**config.mk**
```make
export PLATFORM = sky130hd
export DESIGN_NAME = two_level_irq_controller
export DESIGN_NICKNAME = d
export VERILOG_FILES = /design/src/hdl/irq_ctrl_pkg.sv /design/src/hdl/two_level_irq_controller.sv
export SDC_FILE = /design/constraint.sdc
export NUM_CORES = 1
export LEC_CHECK = 0
export BUFFER_PORTS_ARGS = -buffer_cell sky130_fd_sc_hd__clkbuf_2
export CORE_ASPECT_RATIO = 1.75
export CORE_MARGIN = 8
export CORE_UTILIZATION = 30
export CTS_BUF_LIST = sky130_fd_sc_hd__clkbuf_16
export DETAILED_ROUTE_END_ITERATION = 10
export GPL_TIMING_DRIVEN = 0
export MAX_ROUTING_LAYER = met4
export REMOVE_ABC_BUFFERS = 1
export SLEW_MARGIN = 25
export SYNTH_ARGS = -nofsm -noshare
export SYNTH_HDL_FRONTEND = slang
export SYNTH_SLANG_ARGS = --single-unit
```
**constraint.sdc**
```tcl
create_clock -name clk_i -period 5.3 [get_ports clk_i]
set_input_delay 0.265 -clock clk_i [delete_from_list [all_inputs] [get_ports clk_i]]
set_output_delay 0.265 -clock clk_i [all_outputs]
set_load 0.1 [all_outputs]
```
**src/hdl/irq_ctrl_pkg.sv**
```systemverilog
// Purpose: shared constants for the two-level interrupt controller
// Assumes: byte-wide special-register port inside the processor core
// Notes:   offsets are register addresses in the special-register space
package irq_ctrl_pkg;
	localparam int          NUM_SRC       = 12;    // interrupt sources
	localparam int          NUM_HW_CLR    = 4;     // sources 0..3 auto-clear on vector
	localparam int          MAIN_SRC      = 6;     // sources held in the main registers
	localparam logic [7:0]  ADDR_EN_MAIN  = 8'ha8; // irq_enable_main
	localparam logic [7:0]  ADDR_PRI_MAIN = 8'hb8; // irq_priority_main
	localparam logic [7:0]  ADDR_EXT_CFG  = 8'he4; // ext_input_irq_config
	localparam logic [7:0]  ADDR_EN_EXT   = 8'he6; // irq_enable_extended
	localparam logic [7:0]  ADDR_PRI_EXT  = 8'hf6; // irq_priority_extended
	localparam int          GLOBAL_EN_BIT = 7;     // global_irq_enable position
	localparam logic [7:0]  REG_RESET     = 8'h00; // every register after reset
	localparam logic [15:0] VEC_BASE      = 16'h0003; // vector of source 0
	localparam logic [15:0] VEC_STEP      = 16'h0008; // spacing of vectors
endpackage

```
**src/hdl/two_level_irq_controller.sv**
```systemverilog
// Purpose: twelve-source, two-level interrupt controller for a small core
// Assumes: core pulses instr_done_i at each instruction end, return_from_interrupt_done_i
//          when a return_from_interrupt completes, and starts long_call on long_call_o
// Notes:   read data is registered, one cycle after the read strobe
`timescale 1ns/1ps
`default_nettype none
module two_level_irq_controller #(
	parameter int NSRC = irq_ctrl_pkg::NUM_SRC // source count, fixed by the register map
) (
	input  wire logic             clk_i,        // system clock, 200 MHz
	input  wire logic             rst_i,        // async reset, active high
	input  wire logic [7:0]       sfr_addr_i,   // special-register address
	input  wire logic             sfr_wr_i,     // write strobe
	input  wire logic             sfr_rd_i,     // read strobe
	input  wire logic [7:0]       sfr_wdata_i,  // write data
	output logic      [7:0]       sfr_rdata_o,  // registered read data
	output logic                  sfr_hit_o,    // read data belongs to this block
	input  wire logic [NSRC-1:0]  trig_i,       // peripheral trigger pulses
	input  wire logic [NSRC-1:0]  sw_set_i,     // software writes 1 to a flag
	input  wire logic [NSRC-1:0]  sw_clr_i,     // software writes 0 to a flag
	output logic      [NSRC-1:0]  pending_o,    // pending flags
	input  wire logic             instr_done_i, // current instruction completes
	input  wire logic             return_from_interrupt_done_i,  // return_from_interrupt completes
	output logic                  long_call_o,      // start long_call, one-cycle pulse
	output logic      [15:0]      vector_o,     // service_routine address
	output logic      [3:0]       src_o,        // source being entered
	output logic      [7:0]       ext_cfg_o,    // ext_input_irq_config contents
	output logic                  active_hi_o,  // high-level routine running
	output logic                  active_lo_o   // low-level routine running
);
	if (NSRC != irq_ctrl_pkg::NUM_SRC) begin : g_nsrc_check
		$error("register map serves exactly twelve sources");
	end

	logic [7:0]      en_main_reg;  // irq_enable_main
	logic [7:0]      pri_main_reg; // irq_priority_main
	logic [7:0]      en_ext_reg;   // irq_enable_extended
	logic [7:0]      pri_ext_reg;  // irq_priority_extended
	logic [7:0]      ext_cfg_reg;  // ext_input_irq_config
	logic [NSRC-1:0] pend_reg;     // pending flags
	logic [NSRC-1:0] src_en;       // per-source enable
	logic [NSRC-1:0] src_hi;       // per-source priority
	logic [NSRC-1:0] req_mask;     // enabled pending flags
	logic            req_reg;      // sampled request valid
	logic [3:0]      req_src_reg;  // sampled winning source
	logic            req_hi_reg;   // sampled winner is high level
	logic            hold_reg;     // cycle right after a return
	logic            act_hi_reg;   // high routine in service
	logic            act_lo_reg;   // low routine in service
	logic            long_call_reg;    // long_call pulse
	logic [15:0]     vec_reg;      // vector register
	logic [3:0]      src_reg;      // entered source
	logic [NSRC-1:0] auto_clr;     // flags cleared by vectoring
	logic            take;         // vector at this boundary
	logic            pick_v;       // a qualifying request exists
	logic [3:0]      pick_s;       // its source
	logic            pick_h;       // its level

	// fixed vector per source
	function automatic logic [15:0] vec_of(input logic [3:0] s);
		vec_of = irq_ctrl_pkg::VEC_BASE + irq_ctrl_pkg::VEC_STEP * {12'h000, s};
	endfunction

	// register writes, one always per register group
	always_ff @(posedge clk_i or posedge rst_i) begin
		if (rst_i) begin
			en_main_reg  <= irq_ctrl_pkg::REG_RESET;
			en_ext_reg   <= irq_ctrl_pkg::REG_RESET;
		end else if (sfr_wr_i) begin
			if (sfr_addr_i == irq_ctrl_pkg::ADDR_EN_MAIN)
				en_main_reg <= sfr_wdata_i;
			if (sfr_addr_i == irq_ctrl_pkg::ADDR_EN_EXT)
				en_ext_reg <= sfr_wdata_i;
		end
	end

	// priority and configuration registers, low level after reset
	always_ff @(posedge clk_i or posedge rst_i) begin
		if (rst_i) begin
			pri_main_reg <= irq_ctrl_pkg::REG_RESET;
			pri_ext_reg  <= irq_ctrl_pkg::REG_RESET;
			ext_cfg_reg  <= irq_ctrl_pkg::REG_RESET;
		end else if (sfr_wr_i) begin
			if (sfr_addr_i == irq_ctrl_pkg::ADDR_PRI_MAIN)
				pri_main_reg <= sfr_wdata_i;
			if (sfr_addr_i == irq_ctrl_pkg::ADDR_PRI_EXT)
				pri_ext_reg <= sfr_wdata_i;
			if (sfr_addr_i == irq_ctrl_pkg::ADDR_EXT_CFG)
				ext_cfg_reg <= sfr_wdata_i;
		end
	end

	// registered read port
	always_ff @(posedge clk_i or posedge rst_i) begin
		if (rst_i) begin
			sfr_rdata_o <= 8'h00;
			sfr_hit_o   <= 1'b0;
		end else begin
			sfr_hit_o   <= 1'b0;
			sfr_rdata_o <= 8'h00;
			if (sfr_rd_i) begin
				sfr_hit_o <= 1'b1;
				unique case (sfr_addr_i)
					irq_ctrl_pkg::ADDR_EN_MAIN:  sfr_rdata_o <= en_main_reg;
					irq_ctrl_pkg::ADDR_PRI_MAIN: sfr_rdata_o <= pri_main_reg;
					irq_ctrl_pkg::ADDR_EXT_CFG:  sfr_rdata_o <= ext_cfg_reg;
					irq_ctrl_pkg::ADDR_EN_EXT:   sfr_rdata_o <= en_ext_reg;
					irq_ctrl_pkg::ADDR_PRI_EXT:  sfr_rdata_o <= pri_ext_reg;
					default:                     sfr_hit_o   <= 1'b0; // not ours
				endcase
			end
		end
	end

	// map register bits onto sources, gate with global enable
	always_comb begin
		src_en = {en_ext_reg[5:0], en_main_reg[5:0]};
		src_hi = {pri_ext_reg[5:0], pri_main_reg[5:0]};
		req_mask = en_main_reg[irq_ctrl_pkg::GLOBAL_EN_BIT] ? (pend_reg & src_en)
		                                                    : '0;
	end

	// flags that clear themselves when their routine is entered
	always_comb begin
		auto_clr = '0;
		if (take && req_src_reg < 4'(irq_ctrl_pkg::NUM_HW_CLR))
			auto_clr[req_src_reg] = 1'b1;
	end

	// per-flag set/clear; a set always beats a clear
	genvar g;
	generate
		for (g = 0; g < NSRC; g++) begin : g_flag
			always_ff @(posedge clk_i or posedge rst_i) begin
				if (rst_i)
					pend_reg[g] <= 1'b0;
				else if (trig_i[g] || sw_set_i[g])
					pend_reg[g] <= 1'b1;
				else if (sw_clr_i[g] || auto_clr[g])
					pend_reg[g] <= 1'b0;
			end
		end
	endgenerate

	// arbitration: high beats low, lower index wins a tie
	always_comb begin
		pick_v = 1'b0;
		pick_s = 4'h0;
		pick_h = 1'b0;
		for (int i = NSRC - 1; i >= 0; i--) begin
			if (req_mask[i] && src_hi[i] && !act_hi_reg) begin
				pick_v = 1'b1;
				pick_s = 4'(i);
				pick_h = 1'b1;
			end
		end
		if (!pick_v) begin
			for (int i = NSRC - 1; i >= 0; i--) begin
				if (req_mask[i] && !src_hi[i] && !act_hi_reg && !act_lo_reg) begin
					pick_v = 1'b1;
					pick_s = 4'(i);
				end
			end
		end
	end

	// request sampled every clock; stale enables thus linger one cycle
	always_ff @(posedge clk_i or posedge rst_i) begin
		if (rst_i) begin
			req_reg     <= 1'b0;
			req_src_reg <= 4'h0;
			req_hi_reg  <= 1'b0;
		end else begin
			req_reg     <= pick_v && !take;
			req_src_reg <= pick_s;
			req_hi_reg  <= pick_h;
		end
	end

	// vector only at an instruction boundary, not right after a return
	assign take = req_reg && instr_done_i && !hold_reg;

	// hold only for the cycle after a return; the instruction that
	// follows the return may then end with a long_call
	always_ff @(posedge clk_i or posedge rst_i) begin
		if (rst_i)
			hold_reg <= 1'b0; // idle after reset
		else if (return_from_interrupt_done_i)
			hold_reg <= 1'b1;
		else
			hold_reg <= 1'b0;
	end

	// in-service levels: set on entry, highest cleared on return
	always_ff @(posedge clk_i or posedge rst_i) begin
		if (rst_i) begin
			act_hi_reg <= 1'b0;
			act_lo_reg <= 1'b0;
		end else if (take) begin
			if (req_hi_reg)
				act_hi_reg <= 1'b1;
			else
				act_lo_reg <= 1'b1;
		end else if (return_from_interrupt_done_i) begin
			if (act_hi_reg)
				act_hi_reg <= 1'b0;
			else
				act_lo_reg <= 1'b0;
		end
	end

	// long_call request and its target
	always_ff @(posedge clk_i or posedge rst_i) begin
		if (rst_i) begin
			long_call_reg <= 1'b0;
			vec_reg   <= 16'h0000;
			src_reg   <= 4'h0;
		end else begin
			long_call_reg <= take;
			if (take) begin
				vec_reg <= vec_of(req_src_reg);
				src_reg <= req_src_reg;
			end
		end
	end

	assign pending_o   = pend_reg;
	assign long_call_o     = long_call_reg;
	assign vector_o    = vec_reg;
	assign src_o       = src_reg;
	assign ext_cfg_o   = ext_cfg_reg;
	assign active_hi_o = act_hi_reg;
	assign active_lo_o = act_lo_reg;

	// checks
	a_set_wins: assert property (@(posedge clk_i) disable iff (rst_i)
		trig_i[4] |=> pend_reg[4])
		else $error("trigger did not set pending flag");
	a_global_off: assert property (@(posedge clk_i) disable iff (rst_i)
		!en_main_reg[7] |-> req_mask == '0)
		else $error("request passed with global enable off");
	a_disabled_src: assert property (@(posedge clk_i) disable iff (rst_i)
		!src_en[0] |-> !req_mask[0])
		else $error("disabled source raised request");
	a_call_delay: assert property (@(posedge clk_i) disable iff (rst_i)
		take |=> long_call_o && vector_o == vec_of($past(req_src_reg)))
		else $error("long_call missing or wrong vector");
	a_call_only_take: assert property (@(posedge clk_i) disable iff (rst_i)
		long_call_o |-> $past(instr_done_i) && $past(req_reg))
		else $error("long_call without boundary");
	a_hold_return_from_interrupt: assert property (@(posedge clk_i) disable iff (rst_i)
		return_from_interrupt_done_i |=> !take)
		else $error("vectored right after return");
	a_hi_nopreempt: assert property (@(posedge clk_i) disable iff (rst_i)
		act_hi_reg && !return_from_interrupt_done_i |=> !take)
		else $error("high routine was preempted");
	a_auto_clear: assert property (@(posedge clk_i) disable iff (rst_i)
		take && req_src_reg == 4'h1 && !trig_i[1] && !sw_set_i[1] |=> !pend_reg[1])
		else $error("hardware-cleared flag stayed set");
	a_keep_soft: assert property (@(posedge clk_i) disable iff (rst_i)
		take && req_src_reg == 4'h6 && !sw_clr_i[6] |=> pend_reg[6])
		else $error("software-cleared flag vanished");
	a_sample_req: assert property (@(posedge clk_i) disable iff (rst_i)
		pick_v && !take |=> req_reg)
		else $error("request not sampled next cycle");
	// return bookkeeping and tie order
	a_ret_level: assert property (@(posedge clk_i) disable iff (rst_i)
		return_from_interrupt_done_i && !take && act_hi_reg |=> !act_hi_reg && act_lo_reg == $past(act_lo_reg))
		else $error("return did not drop the high level");
	a_low_index: assert property (@(posedge clk_i) disable iff (rst_i)
		pick_v && !pick_h && req_mask[0] && !src_hi[0] |-> pick_s == 4'h0)
		else $error("low tie not won by lowest source");

	c_low_entry:  cover property (@(posedge clk_i) disable iff (rst_i) take && !req_hi_reg);
	c_preempt:    cover property (@(posedge clk_i) disable iff (rst_i) take && act_lo_reg);
	c_reentry:    cover property (@(posedge clk_i) disable iff (rst_i)
		return_from_interrupt_done_i ##[1:20] take);
	c_sw_trigger: cover property (@(posedge clk_i) disable iff (rst_i) sw_set_i[8] ##[1:10] take);
	c_high_entry: cover property (@(posedge clk_i) disable iff (rst_i) take && req_hi_reg);
endmodule
`default_nettype wire

```
* After elaboration in Yosys (flattened, before gate mapping)
Index checks and enable logic that the tools add are counted.
Cells by class: bitwise gates (word level) 1, order comparisons 3, shifts and indexed selects 0, reductions and logical operators 126, multiply operators 0, divide/modulo/power cells 0, muxes and demuxes 90, equality and inequality tests 8, add/subtract/negate cells 1
Operator list (count):
- $mux W4 | 25
- $logic_and A1 B1 Y1 | 65
- $mux W1 | 60
- $eq A8 B8 Y1 const B | 5
- $pmux W8 S5 | 1
- $reduce_bool A2 Y1 | 13
- $logic_or A1 B1 Y1 | 24
- $mux W12 | 2
- $logic_not A1 Y1 | 16
- $and A12 B12 Y12 | 1
- $reduce_and A2 Y1 | 6
- $add A2 B7 Y8 const A | 1
- $mux W8 | 1
- $lt A4 B5 Y1 const B | 1
- $reduce_or A5 Y1 | 1
- $demux W1 S4 | 1
- $ge A4 B1 Y1 const B | 1
- $lt A4 B3 Y1 const B | 1
- $ne A2 B2 Y1 const B | 2
- $reduce_and A3 Y1 | 1
- $ne A2 B1 Y1 const B | 1
Storage, ports and cells: word-level logic and storage cells 257, RAM bits 0, memory bits (read-only) 0, bits in latches 0, bits in registers 91, memories 0

* Longest topological paths before layout
depth in word-level cells 29, gate-level depth with buffers 6, depth with buffers taken out 5

* Worst setup path before layout
No wires, ideal clock.
path kind register to register, from register act_hi_reg, in the netlist active_hi_o, to register req_src_reg[0], buffers on the path 1, cell stages (with the launch flop) 7, arrival time 2128 ps, period minus slack after synthesis 2229 ps, setup slack 3071 ps, cell sequence dfrtp_1 -> nand2b_1 -> buf_2 -> a41oi_1 -> nor4_1 -> nand2_1 -> o32ai_1
Between the ends: cells in the longest elaborated chain, start to end 27, elaborated cells between the ends (all ways) 74, those cells by class mux: 37; reduce/logical: 37
Ends and longest elaborated chain:
- start, declared | line two_level_irq_controller.sv:48 | logic act_hi_reg;
- start signal, assigned | line two_level_irq_controller.sv:197 | act_hi_reg <= 1'b0;
- start signal, assigned | line two_level_irq_controller.sv:201 | act_hi_reg <= 1'b1;
- start signal, assigned | line two_level_irq_controller.sv:206 | act_hi_reg <= 1'b0;
- $logic_not A1 Y1 * | line two_level_irq_controller.sv:151, two_level_irq_controller.sv:159
- $logic_and A1 B1 Y1 | line two_level_irq_controller.sv:151 | if (req_mask[i] && src_hi[i] && !act_hi_reg) begin
- $mux W4 (12 in a row) | line two_level_irq_controller.sv:151
- $mux W4 (12 in a row) | line two_level_irq_controller.sv:159 | if (req_mask[i] && !src_hi[i] && !act_hi_reg && !act_lo_reg) begin
- $mux W4 * | line two_level_irq_controller.sv:157 | if (!pick_v) begin
- named net pick_s[0] | line two_level_irq_controller.sv:56 | logic [3:0] pick_s;
- end signal, assigned | line two_level_irq_controller.sv:175 | req_src_reg <= pick_s;
- end, declared | line two_level_irq_controller.sv:45 | logic [3:0] req_src_reg;
The timed path passes the listed nets; every way through them passes the cells marked *. A chain may end at the register's enable or synchronous reset.

* Final worst setup path
from input port sfr_addr_i[3], to register pri_ext_reg[7]
Between the ends: cells in the longest elaborated chain, start to end 2
Ends and longest elaborated chain:
- start, declared | line two_level_irq_controller.sv:12 | input wire logic [7:0] sfr_addr_i,
- $eq A8 B8 Y1 | line two_level_irq_controller.sv:86 | if (sfr_addr_i == irq_ctrl_pkg::ADDR_PRI_EXT)
- $reduce_and A2 Y1 (no source line)
- end signal, assigned | line two_level_irq_controller.sv:81 | pri_ext_reg <= irq_ctrl_pkg::REG_RESET;
- end signal, assigned | line two_level_irq_controller.sv:87 | pri_ext_reg <= sfr_wdata_i;
- end, declared | line two_level_irq_controller.sv:38 | logic [7:0] pri_ext_reg;
Every way passes these cells.

==> key figures <==
Synthesis
  • Top-area cell type share of the netlist area: 51.9%
  • EDFF count, synth: 0
  • Most common cell in the synthesized netlist: dfrtp_1
  • Top FF cell, synth: dfrtp_1
  • Cell taking the most area after synthesis: dfrtp_1
  • Synthesized area: 3660 um^2
  • Mapped Cells: 325
  • Post-synthesis sequential area ratio: 51.9%
  • Synth top area cells: dfrtp_1 (52%), mux2_2 (15%), a22oi_1 (3.3%)
  • Syn. warnings: 0
  • Async set-reset flop share out of synthesis: 100%
  • Library cells used by synthesis: 48
  • Syn avg cell area: 11.3 um^2
  • Seq cells post-synth: 76
  • Commonest cells post-synth: dfrtp_1 (76), mux2_2 (48), nand2_1 (24), nor2_1 (17), a22oi_1 (16)

Finish
  • Post-route cell area: 4530 um^2
  • Final #Nets: 483
  • Area grow syn2layout: 23.5%
  • Finished Layout Cells: 566
  • Max reg flops: 12
  • Ant diodes: 0
  • Fraction of layout cells with a size suffix above 1: 40.6%

STA
  • Setup TNS: 0 ns
  • Clock period minus worst slack: 2.25 ns
  • Slew Limit Fails: 0
  • RSZ-0062 raised after global routing: false
  • Clock Skew: 0.00496 ns
  • Period utilization: 42.4%
  • Count of final hold-check violations: 0
  • Slew Limit Headroom: 32.8%
  • F_max: 445 MHz
  • Measured slew at the worst slew-check pin: 1.00 ns
  • Final WS setup: 3.05 ns
  • Setup violators final: 0

Routing
  • Vias/cell: 5.14
  • Drt pass-1 iters: 5
  • Routed Antenna Nets: 0
  • Wire per inst: 18.1 um
  • Drt initial violations: 125
  • # DRC: 0
  • Final WL: 10200 um
  • DR vias: 2910

Die
  • Io pins: 110
  • DIE AREA: 16100 um^2
  • Core Region: 11900 um^2
  • Starting Density: 30.7%
  • Row count: 53
  • Die W: 99.5 um
  • Die height: 162 um

Global route
  • Global Route Usage Sum: 13.4%
  • Initial antenna violation count: 0
  • Vias in the first global route: 3108
  • Total gr overflow: 0
  • Largest net degree at the start of global routing: 57
  • First-pass GRT wire length: 16100 um

Clocking
  • Worst-case clock buffer depth: 2
  • CTS Sinks: 76
  • CTS Hold Bufs: 1
  • Htree depth: 3
  • Clk pin slew, worst setup/hold paths: 0.05 ns
  • Setup bufs post-CTS: 0
  • Later-pin clock latency in the skew report: 0.34 ns
  • Clock root buffer: clkbuf_16
  • CTS tree: yes
  • CTS Buf Count: 9
  • CTS resizes: 0

Place
  • Post-place instance area: 4250 um^2
  • Buffers on Ports: 99
  • Worst Setup Slack post-DPL: 2.71 ns
  • Placer Congestion: 0.859
  • DP Cell Count: 550
  • Detailed Place HPWL: 8020 um

Setup path
  • Worst Path Required: 5.51 ns
  • Worst EP arrival: 2.46 ns
  • Crit path capture type: register
  • Critical path launch point type: input port
  • Worst-path fanout max: 11
  • WS Path Type: input port to register

Pwr
  • Internal cell power: 958 uW
  • Sw Share: 28.6%
  • Clock power share: 39.0%
  • Static Leakage: 0.00230 uW
  • Max IR drop VDD: 0.167 mV
  • Logic pwr share: 14.6%
  • Sequential power share: 46.4%
  • Power per Cell Area: 296 nW/um^2
  • P_sw: 383 uW

Outcome
  • Outcome: completed

Flow run
  • Max_cap viols: 0

Worst hold path
  • Hold Crit Class: input port to register
[cell usage in the layout, fill, tap and decap left out, drive strengths merged, types with 3 or more instances in the layout]
master | netlist | layout
nor2 | 18 | 18
clkbuf | 3 | 108
conb | 1 | 10
dfrtp | 76 | 76
a311o | 3 | 3
mux2 | 48 | 48
nor3b | 4 | 4
or3b | 3 | 3
nand2 | 26 | 26
inv | 15 | 17
nand3 | 14 | 14
and3 | 3 | 3
a22oi | 16 | 16
nand3b | 13 | 13
a21oi | 15 | 15
o21ai | 13 | 13
a41oi | 4 | 4
clkinv | 0 | 4
nor3 | 3 | 3
nand2b | 3 | 3
[worst max-delay path, stage by stage]
cell	delay [ns]
clkbuf_2	0.08
nand4b_1	0.25
nor2_1	0.82
nand3_1	0.59
mux2_2	0.45
[metrics by stage]
step	util [%]	hold WS (ns)	power (uW)
after floorplan	-	0.296	769
after CTS	37.8	0.0466	1360
final	37.9	0.0558	1340
after detailed placement	35.6	0.230	829
after global routing	37.9	0.0458	1390
after global placement	35.4	0.394	823
[power by group through the flow]
stage	sequential (uW)	combinational, uW	clock, uW
final	623	196	522
after CTS	623	197	538
after global routing	626	208	561
after floorplan	687	81.9	0
after detailed placement	633	196	0
after global placement	632	191	0
[layout make-up]
class	instances	area, um^2
flip-flops and latches	76	1900
well taps	137	171
multi-input cells	222	1610
fillers	1192	7410
inverters	15	58.8
clock buffers	9	225
repair buffers	101	533
clock inverters	6	25.0
[layer usage]
layer | vias to the layer above | track usage (%) | routed length [um]
met5 | - | - | 0
met4 | 0 | 6.93 | 303
met2 | 99 | 24.7 | 5790
li1 | 1366 | - | -
met3 | 20 | 3.64 | 577
met1 | 1425 | 12.1 | 3550
[kinds of logic after synthesis]
family	Yosys count	share of synthesized area (%)
multiplexers	48	14.8
AND/OR/NAND/NOR	97	15.2
flip-flops	76	51.9
buffers and inverters	36	5.36
AO/OA/AOI/OAI	67	12.7
other	1	0.102
[path summary, 6_finish.rpt]
kind | endpoint | slack [ns] | start | depth (start not counted)
max | pri_ext_reg[7]$_DFFE_PP0P_ | 3.05 | sfr_addr_i[3] | 5
min | hold_reg$_DFF_PP0_ | 0.06 | return_from_interrupt_done_i | 1
max reg2reg | req_src_reg[1]$_DFF_PP0_ | 3.26 | active_hi_o$_DFFE_PP0P_ | 5
min reg2reg | src_o[2]$_DFFE_PP0P_ | 0.47 | req_src_reg[2]$_DFF_PP0_ | 2
max in group asynchronous | sfr_hit_o$_DFF_PP0_ | 4.31 | rst_i | 4
min in group asynchronous | vector_o[1]$_DFFE_PP0P_ | 0.43 | rst_i | 3
(Power assumes the default switching activity.)
